`src/design/ascr_params.svh`:
```
/*
 file holds offsets, field positions, reset values and timing counts of the
 serial configuration register bank. assumes inclusion by bare name.
*/
`ifndef ASCR_PARAMS_SVH
`define ASCR_PARAMS_SVH
`define ASCR_ADDR_CLKDIV 6'h06
`define ASCR_ADDR_SYNCDLY 6'h07
`define ASCR_ADDR_PWRFMT 6'h08
`define ASCR_ADDR_GAIN_A 6'h0B
`define ASCR_ADDR_GAIN_B 6'h0C
`define ASCR_ADDR_FOVR_PIN 6'h0D
`define ASCR_ADDR_HFM_B 6'h0E
`define ASCR_ADDR_TESTPAT 6'h0F
`define ASCR_ADDR_CP1_HI 6'h10
`define ASCR_ADDR_CP1_LO 6'h11
`define ASCR_ADDR_CP2_HI 6'h12
`define ASCR_ADDR_CP2_LO 6'h13
`define ASCR_ADDR_DRIVE 6'h14
`define ASCR_ADDR_RATE 6'h15
`define ASCR_ADDR_DDR_TIM 6'h16
`define ASCR_ADDR_QDR_A 6'h17
`define ASCR_ADDR_QDR_B 6'h18
`define ASCR_ADDR_FOVR_TH 6'h1F
`define ASCR_ADDR_CTRLPIN 6'h20
`define ASCR_RST_CLKDIV 8'h80
`define ASCR_RST_ZERO 8'h00
`define ASCR_RST_FOVR_PIN 8'h00
`define ASCR_FIXED_CLKDIV 8'h80
`define ASCR_MASK_CLKDIV 8'h03
`define ASCR_MASK_SYNCDLY 8'h07
`define ASCR_BIT_SWRST 0
`define ASCR_WORD_BITS 5'h10
`define ASCR_LAST_BIT 5'h0F
`define ASCR_DATA_BIT_FIRST 5'h08
`define ASCR_DIV1_A 2'h0
`define ASCR_DIV2 2'h1
`define ASCR_DIV1_B 2'h2
`define ASCR_DIV4 2'h3
`endif

```
`src/design/ascr_pkg.sv`:
```
/*
 package holds the types of the serial configuration register bank.
 assumes the params header is included before use of the widths.
*/
package ascr_pkg;
	typedef struct packed {
		logic rd_flag;
		logic zero_bit;
		logic [5:0] addr;
		logic [7:0] data;
	} ascr_word_t;

	typedef struct packed {
		logic [1:0] clk_div_sel;
		logic [2:0] sync_input_delay_sel;
		logic channel_a_powerdown;
		logic channel_b_powerdown;
		logic standby_select;
		logic data_format;
		logic control_pin_override;
		logic test_pat_align;
		logic control_pin_function_sel;
		logic ddr_qdr_sel;
	} ascr_ctrl_t;

	typedef enum logic [2:0] {
		ASCR_IDLE = 3'b001,
		ASCR_SHIFT = 3'b010,
		ASCR_DONE = 3'b100
	} ascr_state_t;
endpackage : ascr_pkg

```
`src/design/ascr_regbank.sv`:
```
/*
 file holds the serial-programmed configuration register bank top.
 assumes serial clock at most a sixth of i_sys_clk so every edge is seen.
*/
// What this block does
// - clock divider register resets to 80h, fixed bits
// - divider code selects ratio 1, 2, 1, 4
// - sync delay register resets 00h, upper bits zero
// - three-bit sync delay code, 60 ps steps
// - power and format register resets to zero
// - sixteen-bit word committed on sixteenth rising edge
// - read flag set blocks writes until cleared
// - software reset bit restores defaults, self-clears
`timescale 1ns/1ps
`include "ascr_params.svh"
module ascr_regbank
	import ascr_pkg::*;
(
	input wire logic i_sys_clk,
	input wire logic i_rst_b,
	input wire logic i_serial_select_n,
	input wire logic i_serial_clk,
	input wire logic i_serial_data_in,
	output logic o_serial_data_out,
	output logic o_serial_data_out_oe,
	output ascr_ctrl_t o_ctrl,
	output logic [2:0] o_div_ratio,
	output logic [8:0] o_sync_delay_ps,
	output logic [7:0] o_gain_a,
	output logic [7:0] o_gain_b,
	output logic [7:0] o_fovr_pin,
	output logic [7:0] o_hfm_b,
	output logic [7:0] o_test_pat,
	output logic [15:0] o_custom_pat1,
	output logic [15:0] o_custom_pat2,
	output logic [7:0] o_drive,
	output logic [7:0] o_ddr_timing,
	output logic [7:0] o_qdr_timing_a,
	output logic [7:0] o_qdr_timing_b,
	output logic [7:0] o_fovr_threshold
);
	logic sel_n;
	logic sclk;
	logic sdin;
	logic sclk_rise;
	logic sclk_fall;
	logic sclk_d_r;
	logic sclk_d_r_q;
	ascr_state_t state_r;
	logic [4:0] bit_cnt_r;
	logic [15:0] shift_r;
	ascr_word_t word;
	logic commit;
	logic readback_r;
	logic swrst;
	logic [7:0] rd_data;
	logic mapped;
	logic [7:0] rd_shift_r;
	logic [7:0] clkdiv_r;
	logic [7:0] syncdly_r;
	logic [7:0] pwrfmt_r;
	logic [7:0] gain_a_r;
	logic [7:0] gain_b_r;
	logic [7:0] fovr_pin_r;
	logic [7:0] hfm_b_r;
	logic [7:0] test_pat_r;
	logic [7:0] cp1_hi_r;
	logic [7:0] cp1_lo_r;
	logic [7:0] cp2_hi_r;
	logic [7:0] cp2_lo_r;
	logic [7:0] drive_r;
	logic [7:0] rate_r;
	logic [7:0] ddr_tim_r;
	logic [7:0] qdr_a_r;
	logic [7:0] qdr_b_r;
	logic [7:0] fovr_th_r;
	logic [7:0] ctrlpin_r;
	logic wr_ok;

	ascr_sync #(.RST_VAL(1'b1)) u_sync_sel (
		.i_sys_clk(i_sys_clk),
		.i_rst_b(i_rst_b),
		.i_pin(i_serial_select_n),
		.o_level(sel_n),
		.o_rise()
	);
	ascr_sync #(.RST_VAL(1'b0)) u_sync_sclk (
		.i_sys_clk(i_sys_clk),
		.i_rst_b(i_rst_b),
		.i_pin(i_serial_clk),
		.o_level(sclk),
		.o_rise()
	);
	ascr_sync #(.RST_VAL(1'b0)) u_sync_sdin (
		.i_sys_clk(i_sys_clk),
		.i_rst_b(i_rst_b),
		.i_pin(i_serial_data_in),
		.o_level(sdin),
		.o_rise()
	);

	// edges taken from the filtered level keep data aligned with its clock
	always_ff @(posedge i_sys_clk or negedge i_rst_b) begin
		if (!i_rst_b) begin
			sclk_d_r <= 1'b0;
		end else begin
			sclk_d_r <= sclk;
		end
	end
	assign sclk_rise = sclk & ~sclk_d_r & ~sel_n;
	assign sclk_fall = ~sclk & sclk_d_r & ~sel_n;

	// excess bits past a multiple of sixteen simply never commit
	always_ff @(posedge i_sys_clk or negedge i_rst_b) begin
		if (!i_rst_b) begin
			state_r <= ASCR_IDLE;
			bit_cnt_r <= 5'h00;
			shift_r <= 16'h0000;
		end else if (sel_n) begin
			state_r <= ASCR_IDLE;
			bit_cnt_r <= 5'h00;
		end else begin
			case (state_r)
			ASCR_IDLE, ASCR_DONE: begin
				if (sclk_rise) begin
					state_r <= ASCR_SHIFT;
					bit_cnt_r <= 5'h01;
					shift_r <= {shift_r[14:0], sdin};
				end else begin
					state_r <= ASCR_IDLE;
				end
			end
			ASCR_SHIFT: begin
				if (sclk_rise) begin
					shift_r <= {shift_r[14:0], sdin};
					if (bit_cnt_r == `ASCR_LAST_BIT) begin
						state_r <= ASCR_DONE;
						bit_cnt_r <= 5'h00;
					end else begin
						bit_cnt_r <= bit_cnt_r + 5'h01;
					end
				end
			end
			default: begin
				state_r <= ASCR_IDLE;
				bit_cnt_r <= 5'h00;
			end
			endcase
		end
	end

	assign commit = (state_r == ASCR_DONE) && (bit_cnt_r == 5'h00) &&
		!sclk_d_r_q;
	always_ff @(posedge i_sys_clk or negedge i_rst_b) begin
		if (!i_rst_b) begin
			sclk_d_r_q <= 1'b0;
		end else begin
			sclk_d_r_q <= (state_r == ASCR_DONE);
		end
	end
	assign word = shift_r;

	// readback flag is the word's own top bit, latched at each commit
	always_ff @(posedge i_sys_clk or negedge i_rst_b) begin
		if (!i_rst_b) begin
			readback_r <= 1'b0;
		end else if (commit) begin
			readback_r <= word.rd_flag;
		end
	end
	// a word that clears the flag is itself a write
	assign wr_ok = commit && !word.rd_flag;

	always_comb begin
		mapped = 1'b1;
		rd_data = 8'h00;
		case (word.addr)
		`ASCR_ADDR_CLKDIV: rd_data = clkdiv_r;
		`ASCR_ADDR_SYNCDLY: rd_data = syncdly_r;
		`ASCR_ADDR_PWRFMT: rd_data = pwrfmt_r;
		`ASCR_ADDR_GAIN_A: rd_data = gain_a_r;
		`ASCR_ADDR_GAIN_B: rd_data = gain_b_r;
		`ASCR_ADDR_FOVR_PIN: rd_data = fovr_pin_r;
		`ASCR_ADDR_HFM_B: rd_data = hfm_b_r;
		`ASCR_ADDR_TESTPAT: rd_data = test_pat_r;
		`ASCR_ADDR_CP1_HI: rd_data = cp1_hi_r;
		`ASCR_ADDR_CP1_LO: rd_data = cp1_lo_r;
		`ASCR_ADDR_CP2_HI: rd_data = cp2_hi_r;
		`ASCR_ADDR_CP2_LO: rd_data = cp2_lo_r;
		`ASCR_ADDR_DRIVE: rd_data = drive_r;
		`ASCR_ADDR_RATE: rd_data = rate_r;
		`ASCR_ADDR_DDR_TIM: rd_data = ddr_tim_r;
		`ASCR_ADDR_QDR_A: rd_data = qdr_a_r;
		`ASCR_ADDR_QDR_B: rd_data = qdr_b_r;
		`ASCR_ADDR_FOVR_TH: rd_data = fovr_th_r;
		`ASCR_ADDR_CTRLPIN: rd_data = ctrlpin_r;
		default: mapped = 1'b0;
		endcase
	end

	assign swrst = wr_ok && (word.addr == `ASCR_ADDR_PWRFMT) &&
		word.data[`ASCR_BIT_SWRST];

	// software reset wins over the write that carries it, so the bit
	// reads back zero at once
	always_ff @(posedge i_sys_clk or negedge i_rst_b) begin
		if (!i_rst_b) begin
			clkdiv_r <= `ASCR_RST_CLKDIV;
			syncdly_r <= `ASCR_RST_ZERO;
			pwrfmt_r <= `ASCR_RST_ZERO;
		end else if (swrst) begin
			clkdiv_r <= `ASCR_RST_CLKDIV;
			syncdly_r <= `ASCR_RST_ZERO;
			pwrfmt_r <= `ASCR_RST_ZERO;
		end else if (wr_ok && mapped) begin
			case (word.addr)
			`ASCR_ADDR_CLKDIV: begin
				clkdiv_r <= `ASCR_FIXED_CLKDIV |
					(word.data & `ASCR_MASK_CLKDIV);
			end
			`ASCR_ADDR_SYNCDLY: begin
				syncdly_r <= word.data & `ASCR_MASK_SYNCDLY;
			end
			`ASCR_ADDR_PWRFMT: begin
				pwrfmt_r <= word.data & 8'hFC;
			end
			default: begin
			end
			endcase
		end
	end

	// remaining registers; 0Dh and 0Eh accept 90h for high frequency
	always_ff @(posedge i_sys_clk or negedge i_rst_b) begin
		if (!i_rst_b) begin
			{gain_a_r, gain_b_r, fovr_pin_r, hfm_b_r} <= 32'h00000000;
			{test_pat_r, cp1_hi_r, cp1_lo_r, cp2_hi_r} <= 32'h00000000;
			{cp2_lo_r, drive_r, rate_r, ddr_tim_r} <= 32'h00000000;
			{qdr_a_r, qdr_b_r, fovr_th_r, ctrlpin_r} <= 32'h00000000;
		end else if (swrst) begin
			{gain_a_r, gain_b_r, fovr_pin_r, hfm_b_r} <= 32'h00000000;
			{test_pat_r, cp1_hi_r, cp1_lo_r, cp2_hi_r} <= 32'h00000000;
			{cp2_lo_r, drive_r, rate_r, ddr_tim_r} <= 32'h00000000;
			{qdr_a_r, qdr_b_r, fovr_th_r, ctrlpin_r} <= 32'h00000000;
		end else if (wr_ok) begin
			case (word.addr)
			`ASCR_ADDR_GAIN_A: gain_a_r <= word.data & 8'hFD;
			`ASCR_ADDR_GAIN_B: gain_b_r <= word.data;
			`ASCR_ADDR_FOVR_PIN: fovr_pin_r <= word.data;
			`ASCR_ADDR_HFM_B: hfm_b_r <= word.data;
			`ASCR_ADDR_TESTPAT: test_pat_r <= word.data;
			`ASCR_ADDR_CP1_HI: cp1_hi_r <= word.data;
			`ASCR_ADDR_CP1_LO: cp1_lo_r <= word.data;
			`ASCR_ADDR_CP2_HI: cp2_hi_r <= word.data;
			`ASCR_ADDR_CP2_LO: cp2_lo_r <= word.data;
			`ASCR_ADDR_DRIVE: drive_r <= word.data & 8'h0F;
			`ASCR_ADDR_RATE: rate_r <= word.data & 8'h01;
			`ASCR_ADDR_DDR_TIM: ddr_tim_r <= word.data & 8'h3E;
			`ASCR_ADDR_QDR_A: qdr_a_r <= word.data & 8'hBF;
			`ASCR_ADDR_QDR_B: qdr_b_r <= word.data & 8'h3F;
			`ASCR_ADDR_FOVR_TH: fovr_th_r <= word.data & 8'h7F;
			`ASCR_ADDR_CTRLPIN: ctrlpin_r <= word.data & 8'h01;
			default: begin
			end
			endcase
		end
	end

	// readout: data of the addressed register leaves during the next word,
	// changed on falling edges so the host samples it on the rising edge
	always_ff @(posedge i_sys_clk or negedge i_rst_b) begin
		if (!i_rst_b) begin
			rd_shift_r <= 8'h00;
			o_serial_data_out <= 1'b0;
		end else if (commit && word.rd_flag) begin
			rd_shift_r <= rd_data;
		end else if (readback_r && sclk_fall &&
				bit_cnt_r >= `ASCR_DATA_BIT_FIRST) begin
			o_serial_data_out <= rd_shift_r[7];
			rd_shift_r <= {rd_shift_r[6:0], 1'b0};
		end
	end
	assign o_serial_data_out_oe = readback_r & ~sel_n;

	always_comb begin
		o_ctrl.clk_div_sel = clkdiv_r[1:0];
		o_ctrl.sync_input_delay_sel = syncdly_r[2:0];
		o_ctrl.channel_a_powerdown = pwrfmt_r[7];
		o_ctrl.channel_b_powerdown = pwrfmt_r[6];
		o_ctrl.standby_select = pwrfmt_r[5];
		o_ctrl.data_format = pwrfmt_r[4];
		o_ctrl.control_pin_override = pwrfmt_r[3];
		o_ctrl.test_pat_align = pwrfmt_r[2];
		o_ctrl.control_pin_function_sel = ctrlpin_r[0];
		o_ctrl.ddr_qdr_sel = rate_r[0];
	end

	always_comb begin
		case (clkdiv_r[1:0])
		`ASCR_DIV1_A: o_div_ratio = 3'h1;
		`ASCR_DIV2: o_div_ratio = 3'h2;
		`ASCR_DIV1_B: o_div_ratio = 3'h1;
		`ASCR_DIV4: o_div_ratio = 3'h4;
		default: o_div_ratio = 3'h1;
		endcase
	end
	// delay itself is analog; nominal picoseconds reported for reference
	// widen before the product so code 7 does not wrap at six bits
	assign o_sync_delay_ps = 9'(syncdly_r[2:0]) * 9'd60;

	assign o_gain_a = gain_a_r;
	assign o_gain_b = gain_b_r;
	assign o_fovr_pin = fovr_pin_r;
	assign o_hfm_b = hfm_b_r;
	assign o_test_pat = test_pat_r;
	assign o_custom_pat1 = {cp1_hi_r, cp1_lo_r};
	assign o_custom_pat2 = {cp2_hi_r, cp2_lo_r};
	assign o_drive = drive_r;
	assign o_ddr_timing = ddr_tim_r;
	assign o_qdr_timing_a = qdr_a_r;
	assign o_qdr_timing_b = qdr_b_r;
	assign o_fovr_threshold = fovr_th_r;

	property p_clkdiv_fixed;
		@(posedge i_sys_clk) disable iff (!i_rst_b)
		clkdiv_r[7:2] == 6'h20;
	endproperty
	a_clkdiv_fixed: assert property (p_clkdiv_fixed)
		else $error("clock divider fixed bits wrong");

	property p_div_ratio;
		@(posedge i_sys_clk) disable iff (!i_rst_b)
		clkdiv_r[1:0] == 2'h3 |-> o_div_ratio == 3'h4;
	endproperty
	a_div_ratio: assert property (p_div_ratio)
		else $error("divide by four not selected");

	property p_syncdly_upper;
		@(posedge i_sys_clk) disable iff (!i_rst_b)
		syncdly_r[7:3] == 5'h00;
	endproperty
	a_syncdly_upper: assert property (p_syncdly_upper)
		else $error("sync delay upper bits set");

	property p_delay_ps;
		@(posedge i_sys_clk) disable iff (!i_rst_b)
		syncdly_r[2:0] == 3'h7 |-> o_sync_delay_ps == 9'd420;
	endproperty
	a_delay_ps: assert property (p_delay_ps)
		else $error("sync delay figure wrong");

	property p_swrst;
		@(posedge i_sys_clk) disable iff (!i_rst_b)
		swrst |=> (pwrfmt_r == 8'h00 && clkdiv_r == 8'h80 &&
			hfm_b_r == 8'h00);
	endproperty
	a_swrst: assert property (p_swrst)
		else $error("software reset did not restore defaults");

	property p_hfm_write;
		@(posedge i_sys_clk) disable iff (!i_rst_b)
		wr_ok && word.addr == 6'h0E |=> hfm_b_r == $past(word.data);
	endproperty
	a_hfm_write: assert property (p_hfm_write)
		else $error("high frequency register not written");

	property p_read_blocks;
		@(posedge i_sys_clk) disable iff (!i_rst_b)
		commit && word.rd_flag |=> $stable(pwrfmt_r) && $stable(gain_a_r);
	endproperty
	a_read_blocks: assert property (p_read_blocks)
		else $error("write taken in readback mode");

	property p_unmapped;
		@(posedge i_sys_clk) disable iff (!i_rst_b)
		commit && !mapped |=> $stable(clkdiv_r) && $stable(ctrlpin_r);
	endproperty
	a_unmapped: assert property (p_unmapped)
		else $error("unmapped write changed state");

	property p_commit_count;
		@(posedge i_sys_clk) disable iff (!i_rst_b)
		commit |-> $past(state_r) == ASCR_SHIFT &&
			$past(bit_cnt_r) == `ASCR_LAST_BIT;
	endproperty
	a_commit_count: assert property (p_commit_count)
		else $error("commit without sixteen bits");

	c_write: cover property (@(posedge i_sys_clk) wr_ok && mapped);
	c_read: cover property (@(posedge i_sys_clk) commit && word.rd_flag);
	c_swrst: cover property (@(posedge i_sys_clk) swrst);
endmodule : ascr_regbank

```
`src/design/ascr_sync.sv`:
```
/*
 file holds a three-stage pin synchroniser with agreement filter.
 assumes the input is asynchronous to i_sys_clk.
*/
`timescale 1ns/1ps
module ascr_sync
	import ascr_pkg::*;
#(
	parameter logic RST_VAL = 1'b0
) (
	input wire logic i_sys_clk,
	input wire logic i_rst_b,
	input wire logic i_pin,
	output logic o_level,
	output logic o_rise
);
	logic s1_r;
	logic s2_r;
	logic s3_r;
	logic lvl_r;

	always_ff @(posedge i_sys_clk or negedge i_rst_b) begin
		if (!i_rst_b) begin
			s1_r <= RST_VAL;
			s2_r <= RST_VAL;
			s3_r <= RST_VAL;
		end else begin
			s1_r <= i_pin;
			s2_r <= s1_r;
			s3_r <= s2_r;
		end
	end

	// a change counts only once stages two and three agree
	always_ff @(posedge i_sys_clk or negedge i_rst_b) begin
		if (!i_rst_b) begin
			lvl_r <= RST_VAL;
		end else if (s2_r == s3_r) begin
			lvl_r <= s3_r;
		end
	end

	always_ff @(posedge i_sys_clk or negedge i_rst_b) begin
		if (!i_rst_b) begin
			o_level <= RST_VAL;
			o_rise <= 1'b0;
		end else begin
			o_level <= lvl_r;
			o_rise <= lvl_r & ~o_level;
		end
	end
endmodule : ascr_sync

```
`config.mk`:
```
export PLATFORM = sky130hd
export DESIGN_NAME = ascr_regbank
export DESIGN_NICKNAME = d
export VERILOG_FILES = /design/src/design/ascr_pkg.sv /design/src/design/ascr_regbank.sv /design/src/design/ascr_sync.sv
export VERILOG_INCLUDE_DIRS = /design/src /design/src/design
export SDC_FILE = /design/constraint.sdc
export NUM_CORES = 1
export LEC_CHECK = 0
export BUFFER_PORTS_ARGS = -buffer_cell sky130_fd_sc_hd__clkbuf_2
export CORE_MARGIN = 5
export CORE_UTILIZATION = 60
export DETAILED_ROUTE_END_ITERATION = 12
export PLACE_DENSITY = 0.93
export SLEW_MARGIN = 15
export SYNTH_ARGS = -nofsm -noshare
export SYNTH_HDL_FRONTEND = slang
export SYNTH_SLANG_ARGS = --single-unit
export TNS_END_PERCENT = 100
```
`constraint.sdc`:
```
create_clock -name i_sys_clk -period 5.6 [get_ports i_sys_clk]
set_clock_uncertainty 0.05 [all_clocks]
set_input_delay 0.56 -clock i_sys_clk [delete_from_list [all_inputs] [get_ports i_sys_clk]]
set_output_delay 0.56 -clock i_sys_clk [all_outputs]
set_load 0.005 [all_outputs]
```
Yosys cells after proc, flatten, opt, wreduce, memory -nomap -nowiden
Index checks and enable logic that the tools add are counted.

operators by class
  add/subtract/negate cells = 1
  multipliers = 1
  $lt $le $gt $ge = 1
  equality and inequality tests = 32
  multiplexer cells = 72
  bitwise logic cells = 9
  reductions and logical operators = 62

operators by type and width
  cell                 count
  $mux 8               59
  $pmux 8 s19          1
  $eq 6x5->1 const B   10
  $reduce_and 2->1     22
  $reduce_bool 2->1    22
  $eq 6x4->1 const B   6
  $mux 5               4
  $reduce_or 19->1     1
  $eq 6x3->1 const B   2
  $pmux 5 s2           1
  $logic_and 1x1->1    9
  $mux 3               3
  $ne 3x2->1 const B   3
  $pmux 3 s3           1
  $mul 3x4->7 const B  1
  $eq 6x6->1 const B   1
  $pmux 3 s2           1
  $add 5x1->5 const B  1
  $and 1x1->1          5
  $eq 5x4->1 const B   1
  $ge 5x4->1 const B   1
  $logic_not 5->1      1
  $eq 2x2->1 const B   2
  $not 1->1            4
  other kinds (12)     16

word-level totals
  flip-flop bits (word level) = 203
  input bits = 5
  output and inout port bits = 139
  logic and storage cells = 220

Logic depth before layout (Yosys ltp)
Gate-level depths: netlist of the first run.

  depth after elaboration = 8
  mapped depth = 9
  gate-level depth less buffers = 7

Cells and area by module
A second synthesis of the first run with hierarchy kept.

unflattened totals
  cell total of the unflattened synthesis = 815
  area total of the unflattened synthesis = 8,290.5 um^2

by module, submodules not included
  module                       times used  cells each  area an instance (um^2)  sequential area each (um^2)
  ascr_regbank                 1           791         7,781.2                  3,729.8
  ascr_sync (u_sync_sclk ...)  2           8           167.7                    150.1
  ascr_sync (u_sync_sel)       1           8           173.9                    156.4

Worst setup path before layout of the first run
No wires, ideal clock.

  kind = register to output
  from = reg syncdly_r[1]
  to = out o_sync_delay_ps[8]
  data arrival time = 2.000 ns
  data required time = 4.990 ns
  path slack = 2.990 ns
  cell stages (with the launch flop) = 6
  path buffers = 0
  cell sequence = dfrtp_1 -> fa_1 -> ha_1 -> fa_1 -> a21o_1 -> a21o_1

between the ends
  word-level cells in the longest chain between the ends = 1

RTL lines
  item                    line                 source
  start, declared         ascr_regbank.sv:60   logic [7:0] syncdly_r;
  start signal, assigned  ascr_regbank.sv:209  syncdly_r <= `ASCR_RST_ZERO;
  start signal, assigned  ascr_regbank.sv:213  syncdly_r <= `ASCR_RST_ZERO;
  start signal, assigned  ascr_regbank.sv:222  syncdly_r <= word.data & `ASCR_MASK_SYNCDLY;
  $mul 3x4->7             ascr_regbank.sv:309  assign o_sync_delay_ps = 9'(syncdly_r[2:0]) * 9'd60;
  end, declared           ascr_regbank.sv:28   output logic [8:0] o_sync_delay_ps,

No other way between the ends.

Worst setup path in the final report of the first run
  from = reg shift_r[9]
  to = reg drive_r[2] (netlist: o_drive[2])

between the ends
  word-level cells in the longest chain between the ends = 5
  elaborated cells between the ends (all ways) = 8
  classes of those cells = 2 x eq/ne; 1 x mux; 5 x reduce/logical

RTL lines
  item                            line                 source
  start, declared                 ascr_regbank.sv:51   logic [15:0] shift_r;
  start signal, assigned          ascr_regbank.sv:128  shift_r <= {shift_r[14:0], sdin};
  start signal, assigned          ascr_regbank.sv:135  shift_r <= {shift_r[14:0], sdin};
  $eq 6x4->1                      n/a
  $logic_and 1x1->1 (2 in a row)  ascr_regbank.sv:201  assign swrst = wr_ok && (word.addr == `ASCR_ADDR_PWRFMT) &&
  $reduce_bool 2->1 (no line)     n/a
  $reduce_and 2->1 (no line)      n/a
  end signal, assigned            ascr_regbank.sv:256  `ASCR_ADDR_DRIVE: drive_r <= word.data & 8'h0F;
  end, declared                   ascr_regbank.sv:71   logic [7:0] drive_r;

Parallel ways exist; a longest one is shown, timed or not.
A chain may end at the register's enable or synchronous reset.

==> results by group, run 1 <==
Place
  – Post-DP HPWL: 16.6 mm
  – Dpl ws: 2.36 ns
  – GP Congestion: 0.953
  – Port Buffers: 129
  – Placed Instance Area: 8490 sq um

Yosys
  – Post-synth EDFFs: 0
  – Mean Syn Cell Area: 9.65 sq um
  – Post-synth ARST share: 1.00
  – FF+latch count, synth: 164
  – Unique masters post-synth: 59
  – Yosys warns: 0
  – Post-synthesis cell area: 7840 sq um
  – Most used flip-flop cell after synthesis: dfrtp_1
  – Sequential fraction of the synthesis area: 0.525
  – Syn Inst Count: 812

Route
  – Avg WL per Cell: 22.7 microns
  – Residual DRC count: 0
  – Via count: 7238
  – Detailed Route WL: 25.0 mm
  – Iteration-0 DRC Markers: 1131
  – Number of routed nets with antenna violations: 0
  – Vias/cell: 6.57
  – First-pass DRT Iterations: 7

GRT
  – Total track usage: 0.319
  – First-pass GRT wire length: 38.9 mm
  – Number of global-route vias before repair: 7047
  – Largest net degree at the start of global routing: 116
  – Initial antenna violation count: 0
  – GRT Residual Overflow: 0

Job
  – Max-cap violations: 0

Die
  – Die Span X: 124 microns
  – Die Span Y: 124 microns
  – Starting density of the core: 0.616
  – CORE AREA: 12700 sq um
  – Die ar.: 15500 sq um
  – I/O pins: 144
  – Rows: 41

Clock tree
  – CTS root buf: clkbuf_16
  – Clk Latency, worst-skew pair: 0.44 ns
  – Clock H-tree levels: 4
  – Hold_buf cts: 0
  – Clock Pin Slew Worst Setup and Hold Paths: 0.06 ns
  – CTS Buf Count: 17
  – Clock sinks: 164
  – Post-CTS setup buffer count: 0
  – Max Root-Sink Buffers: 2
  – Post_cts resized: 0
  – CTS tree: built

Worst setup path
  – Critical Path Max Stage Delay: 0.68 ns
  – Critical Path Slowest Stage Cell: buf_4
  – Max FO, Critical Path: 74
  – FF-to-FF setup slack: 2.17 ns
  – Setup CP Type: reg2reg
  – RR Endpoint: o_drive[2]
  – Crit path capture type: flip-flop
  – CP Data Required Time: 5.83 ns
  – Crit path cell chain: or4b_4, nor3_4, nand2_2, nor2_4, buf_4, a21oi_1
  – CP Data Arrival Time: 3.66 ns
  – FF-to-FF path depth: 6
  – CP Launch Type: flip-flop
  – R2r startpoint: shift_r[9]

Layout
  – Most common cell after layout, fill and taps aside: nand2_1
  – Post-route cell area: 9120 sq um
  – Fin nets: 933
  – Commonest cells after routing, fill and taps aside: nand2_1 (190), dfrtp_1 (158), clkbuf_2 (128)
  – Fraction of layout cells with a size suffix above 1: 0.239
  – Final core occ: 0.717
  – Syn-to-layout area delta: 16.4%
  – Diodes inserted: 0

STA
  – RSZ-0062 raised after global routing: false
  – Fin worst setup slack: 2.17 ns
  – Measured slew at the worst slew-check pin: 1.15 ns
  – Max-slew violation count: 0
  – Final period utilization: 0.613
  – Worst relative slew slack: 0.219
  – Final setup violation count: 0
  – Fmax: 291 MHz
  – Final min period: 3.43 ns
  – Fin. Hold Viols: 0
  – Setup TNS: 0 ns

Hold path
  – Worst hold path endpoint: u_sync_sel.s1_r
  – Hold crit path type: in2reg
  – Hold path depth: 1
  – Hold Startpoint: i_serial_select_n

Power and ir drop
  – Sw frac: 0.270
  – Internal power: 2.03 mW
  – Combinational share of power: 0.047
  – Clk network pwr share: 0.452
  – Sequential share of power: 0.501
  – Switch Pwr: 0.752 mW
  – Leak pwr: 4.29 nW
  – Worst IR drop on VDD: 209 uV
  – Pwr Density: 305 nW/um^2

Run status
  – Status: complete, no violations
[Yosys cell counts (6+ instances only)]
cell type	instances	area [sq um]
a22oi_1	31	233
nor2_1	14	52.6
nand3_1	51	255
ha_1	8	100
clkbuf_1	19	71.3
a221oi_1	8	70.1
and3_1	6	37.5
buf_2	26	130
nand2b_1	12	75.1
dfrtp_1	158	3950
nor2b_1	10	62.6
a21oi_1	99	495
o21ai_0	24	120
inv_1	8	30.0
a22o_1	11	96.3
nand2_1	190	713
mux2_2	30	338
nor3_1	8	40.0
dfstp_2	6	158
buf_4	17	128
[registers in the layout, summed over array words and instances, names as in the netlist, 5 cells and up]
name              flops
shift_r              16
cp1_hi_r              8
cp1_lo_r              8
cp2_hi_r              8
cp2_lo_r              8
o_fovr_pin            8
o_gain_b              8
o_hfm_b               8
o_test_pat            8
rd_shift_r            8
o_fovr_threshold      7
o_gain_a              7
o_qdr_timing_a        7
o_qdr_timing_b        6
pwrfmt_r              6
bit_cnt_r             5
o_ddr_timing          5
[logic make-up after synthesis]
| family | Yosys count | synth area share |
|---|---|---|
| simple gates | 327 | 0.195 |
| compound gates | 197 | 0.155 |
| flops | 164 | 0.525 |
| buf+inv | 71 | 0.0464 |
| mux | 34 | 0.0498 |
| fa+ha+maj | 14 | 0.0243 |
| xor+xnor | 4 | 0.00447 |
| other cells | 1 | 0.000478 |
[routing by layer]
layer  vias up  wire length [microns]  global-route usage
met2       632                  11400               0.480
met1      3437                   8710               0.414
li1       3030                      -                   -
met5         -                      0                   0
met3       139                   3430              0.0999
met4         0                   1490               0.173
[area by class of cell]
type / instances / area [sq um]
flip-flops and latches: 164 / 4110
fillers: 934 / 3600
multi-input cells: 590 / 3430
repair buffers: 136 / 704
clock buffers: 17 / 425
well taps: 172 / 215
clock inverters: 15 / 205
inverters: 8 / 30.0
[worst max path at each step]
stage	from	end	slack [ns]
after floorplan	syncdly_r[1]	o_sync_delay_ps[8]	2.99
after global placement	shift_r[8]	o_qdr_timing_a[1]	2.33
after detailed placement	shift_r[8]	cp1_hi_r[1]	2.36
after CTS	shift_r[8]	o_gain_a[3]	2.32
after global routing	shift_r[8]	o_fovr_pin[4]	2.09
final	shift_r[9]	o_drive[2]	2.17
[worst max-delay path, delay by kind of cell, from the launching register on]
kind | cells | cell delay, ns
compound gates | 1 | 0.11
flops | 1 | 0.60
buf+inv | 1 | 0.68
simple gates | 4 | 1.80
[power by group through the flow]
stage	sequential, mW	clock [mW]	combinational [mW]
after global placement	1.40	0	0.125
after CTS	1.38	1.26	0.130
final	1.39	1.26	0.130
after detailed placement	1.40	0	0.129
after floorplan	1.27	0	0.173
after global routing	1.39	1.31	0.142
[stage by stage]
step | hold WS, ns | std cells | power, mW
3_3_place_gp | 0.284 | 1070 | 1.53
3_5_place_dp | 0.286 | 1070 | 1.53
2_1_floorplan | 0.214 | 825 | 1.44
6_report | 0.156 | 1102 | 2.78
4_1_cts | 0.150 | 1102 | 2.77
5_1_grt | 0.155 | 1102 | 2.85
No activity file was read; power rests on OpenSTA's default activity.
==> run 2: changes to the inputs <==
--- a/config.mk
+++ b/config.mk
@@ -8,9 +8,9 @@
 export LEC_CHECK = 0
 export BUFFER_PORTS_ARGS = -buffer_cell sky130_fd_sc_hd__clkbuf_2
 export CORE_MARGIN = 5
-export CORE_UTILIZATION = 60
+export CORE_UTILIZATION = 51
 export DETAILED_ROUTE_END_ITERATION = 12
-export PLACE_DENSITY = 0.93
+export PLACE_DENSITY = 0.85
 export SLEW_MARGIN = 15
 export SYNTH_ARGS = -nofsm -noshare
 export SYNTH_HDL_FRONTEND = slang
==> constraint.sdc (replaced) <==
create_clock -name i_sys_clk -period 3.1 [get_ports i_sys_clk]
set_clock_uncertainty 0.05 [all_clocks]
set_input_delay 0.31 -clock i_sys_clk [delete_from_list [all_inputs] [get_ports i_sys_clk]]
set_output_delay 0.31 -clock i_sys_clk [all_outputs]
set_load 0.005 [all_outputs]
==> run 2 against run 1 <==
Count of clock-buffer cells in the layout rose by 2. Sequential cell count unchanged. Setup slack got worse by 2.0 ns. Critical endpoint is now o_sync_delay_ps[8]. Die area rose by 16%. First-iteration DRC count fell by 7.3%. Cell count is 4.2% higher. Power grew 80%.
==> results by group, run 2 (synthesized netlist as in run 1, its figures left out) <==
Run status
  – Status: complete, no violations

Die
  – I/O pins: 144
  – Rows: 45
  – Die ar.: 17900 sq um
  – CORE AREA: 15100 sq um
  – Die Span X: 134 microns
  – Die Span Y: 134 microns
  – Starting density of the core: 0.518

Clock tree
  – Clk Latency, worst-skew pair: 0.43 ns
  – Post-CTS setup buffer count: 0
  – Clock H-tree levels: 4
  – Max Root-Sink Buffers: 2
  – CTS root buf: clkbuf_16
  – Clock Pin Slew Worst Setup and Hold Paths: 0.06 ns
  – CTS tree: built
  – CTS Buf Count: 17
  – Clock sinks: 164

Route
  – Residual DRC count: 0
  – First-pass DRT Iterations: 7
  – Avg WL per Cell: 22.4 microns
  – Number of routed nets with antenna violations: 0
  – Via count: 7381
  – Detailed Route WL: 25.7 mm
  – Vias/cell: 6.43
  – Iteration-0 DRC Markers: 1048

Power and ir drop
  – Pwr Density: 535 nW/um^2
  – Tot Pwr: 5.02 mW
  – Worst IR drop on VDD: 379 uV
  – Leak pwr: 4.45 nW

STA
  – RSZ-0062 raised after global routing: false
  – Fmax: 339 MHz
  – Fin. Hold Viols: 0
  – Max-slew violation count: 0
  – Worst relative slew slack: 0.381
  – Setup TNS: 0 ns
  – Final setup violation count: 0
  – Measured slew at the worst slew-check pin: 0.920 ns
  – Final period utilization: 0.950
  – Final hold slack: 0.299 ns
  – Final min period: 2.95 ns

Worst setup path
  – CP Launch Type: flip-flop
  – FF-to-FF path depth: 7
  – CP Data Arrival Time: 2.59 ns
  – Max FO, Critical Path: 6
  – Crit path capture type: primary output
  – Setup CP Type: reg2out
  – CP Data Required Time: 2.74 ns

Hold path
  – Hold crit path type: reg2reg
  – Hold path depth: 0

Layout
  – Syn-to-layout area delta: 19.7%
  – Largest Register: shift_r
  – Post-route cell area: 9380 sq um
  – Most common cell after layout, fill and taps aside: nand2_1
  – Finished Layout Cells: 1148
  – Register area: 4110 sq um
  – Fill count: 1177
  – Diodes inserted: 0
  – Area of the multi-input gates: 3430 sq um
  – Max reg flops: 16
  – Fin nets: 963
  – Fraction of layout cells with a size suffix above 1: 0.258
  – Commonest cells after routing, fill and taps aside: nand2_1 (190), dfrtp_1 (156), clkbuf_2 (128)

Place
  – Placed Instance Area: 8710 sq um
  – Cells after DPL: 1112
  – Post-DP HPWL: 18.1 mm
  – GP Congestion: 0.991
  – Port Buffers: 129

GRT
  – First-pass GRT wire length: 39.8 mm
  – Initial antenna violation count: 0
  – Largest net degree at the start of global routing: 90
  – GRT Residual Overflow: 0
  – Number of global-route vias before repair: 7070
  – Total track usage: 0.286

Job
  – Max-cap violations: 0
run 2: changes by cell type in the layout (fill, tap and decap cells not counted), moves of 2 or more:
| cell | change |
|---|---|
| dfrtp_2 | +2 |
| dlygate4sd3_1 | +4 |
| clkinv_2 | +2 |
| dfrtp_1 | -2 |
| clkinvlp_4 | -3 |
| buf_4 | +25 |
run 2: power breakdown:
group | internal, mW | switching, mW | leakage, nW | total [mW]
Clock | 1.37 | 0.869 | 0.303 | 2.24
Sequential | 2.21 | 0.310 | 2.23 | 2.52
Combinational | 0.116 | 0.147 | 1.92 | 0.263
Total | 3.69 | 1.33 | 4.45 | 5.02
run 2: cell type report:
type                    instances  share of cell area
clock inverters                13              0.0193
inverters                       8             0.00320
clock buffers                  19              0.0472
flip-flops and latches        164               0.439
well taps                     188              0.0251
repair buffers                166               0.101
multi-input cells             590               0.365
run 2: layer usage:
layer | GRT usage | vias up | share of wire
met5 | 0 | - | 0
met4 | 0.151 | 0 | 0.058
met2 | 0.445 | 602 | 0.46
met3 | 0.0758 | 143 | 0.13
met1 | 0.370 | 3532 | 0.36
li1 | - | 3104 | -
run 2: final timing paths:
kind / from / to / slack (ns)
worst max-delay path: syncdly_r[0] / o_sync_delay_ps[8] / 0.15
worst min-delay path: u_sync_sdin.s1_r / u_sync_sdin.s2_r / 0.30
worst max register to register: shift_r[8] / rd_shift_r[1] / 0.35
worst min register to register: u_sync_sdin.s1_r / u_sync_sdin.s2_r / 0.30
max in group asynchronous: i_rst_b / o_test_pat[6] / 1.68
min in group asynchronous: i_rst_b / state_r[1] / 0.37
run 2: per-stage QoR:
| stage | setup slack (ns) | util |
|---|---|---|
| detailed placement | 0.508 | 0.575 |
| finish | 0.154 | 0.619 |
| CTS | 0.0893 | 0.619 |
| global route | 0.0406 | 0.619 |
| global placement | 0.545 | 0.575 |
| floorplan | 0.740 | - |
run 2: worst max-delay path, cell delays in order (launching register included):
cell and delay (ns):
dfrtp_1 0.46, fa_1 0.57, ha_1 0.26, fa_1 0.41
a21o_1 0.19, a21o_1 0.16, clkbuf_2 0.10
run 2: timing repair:
item	4_1_cts	5_1_grt
hold buffers	4	0
endpoints found under the setup margin	0	1
endpoints found under the hold margin	58	0
gates resized for setup	0	2
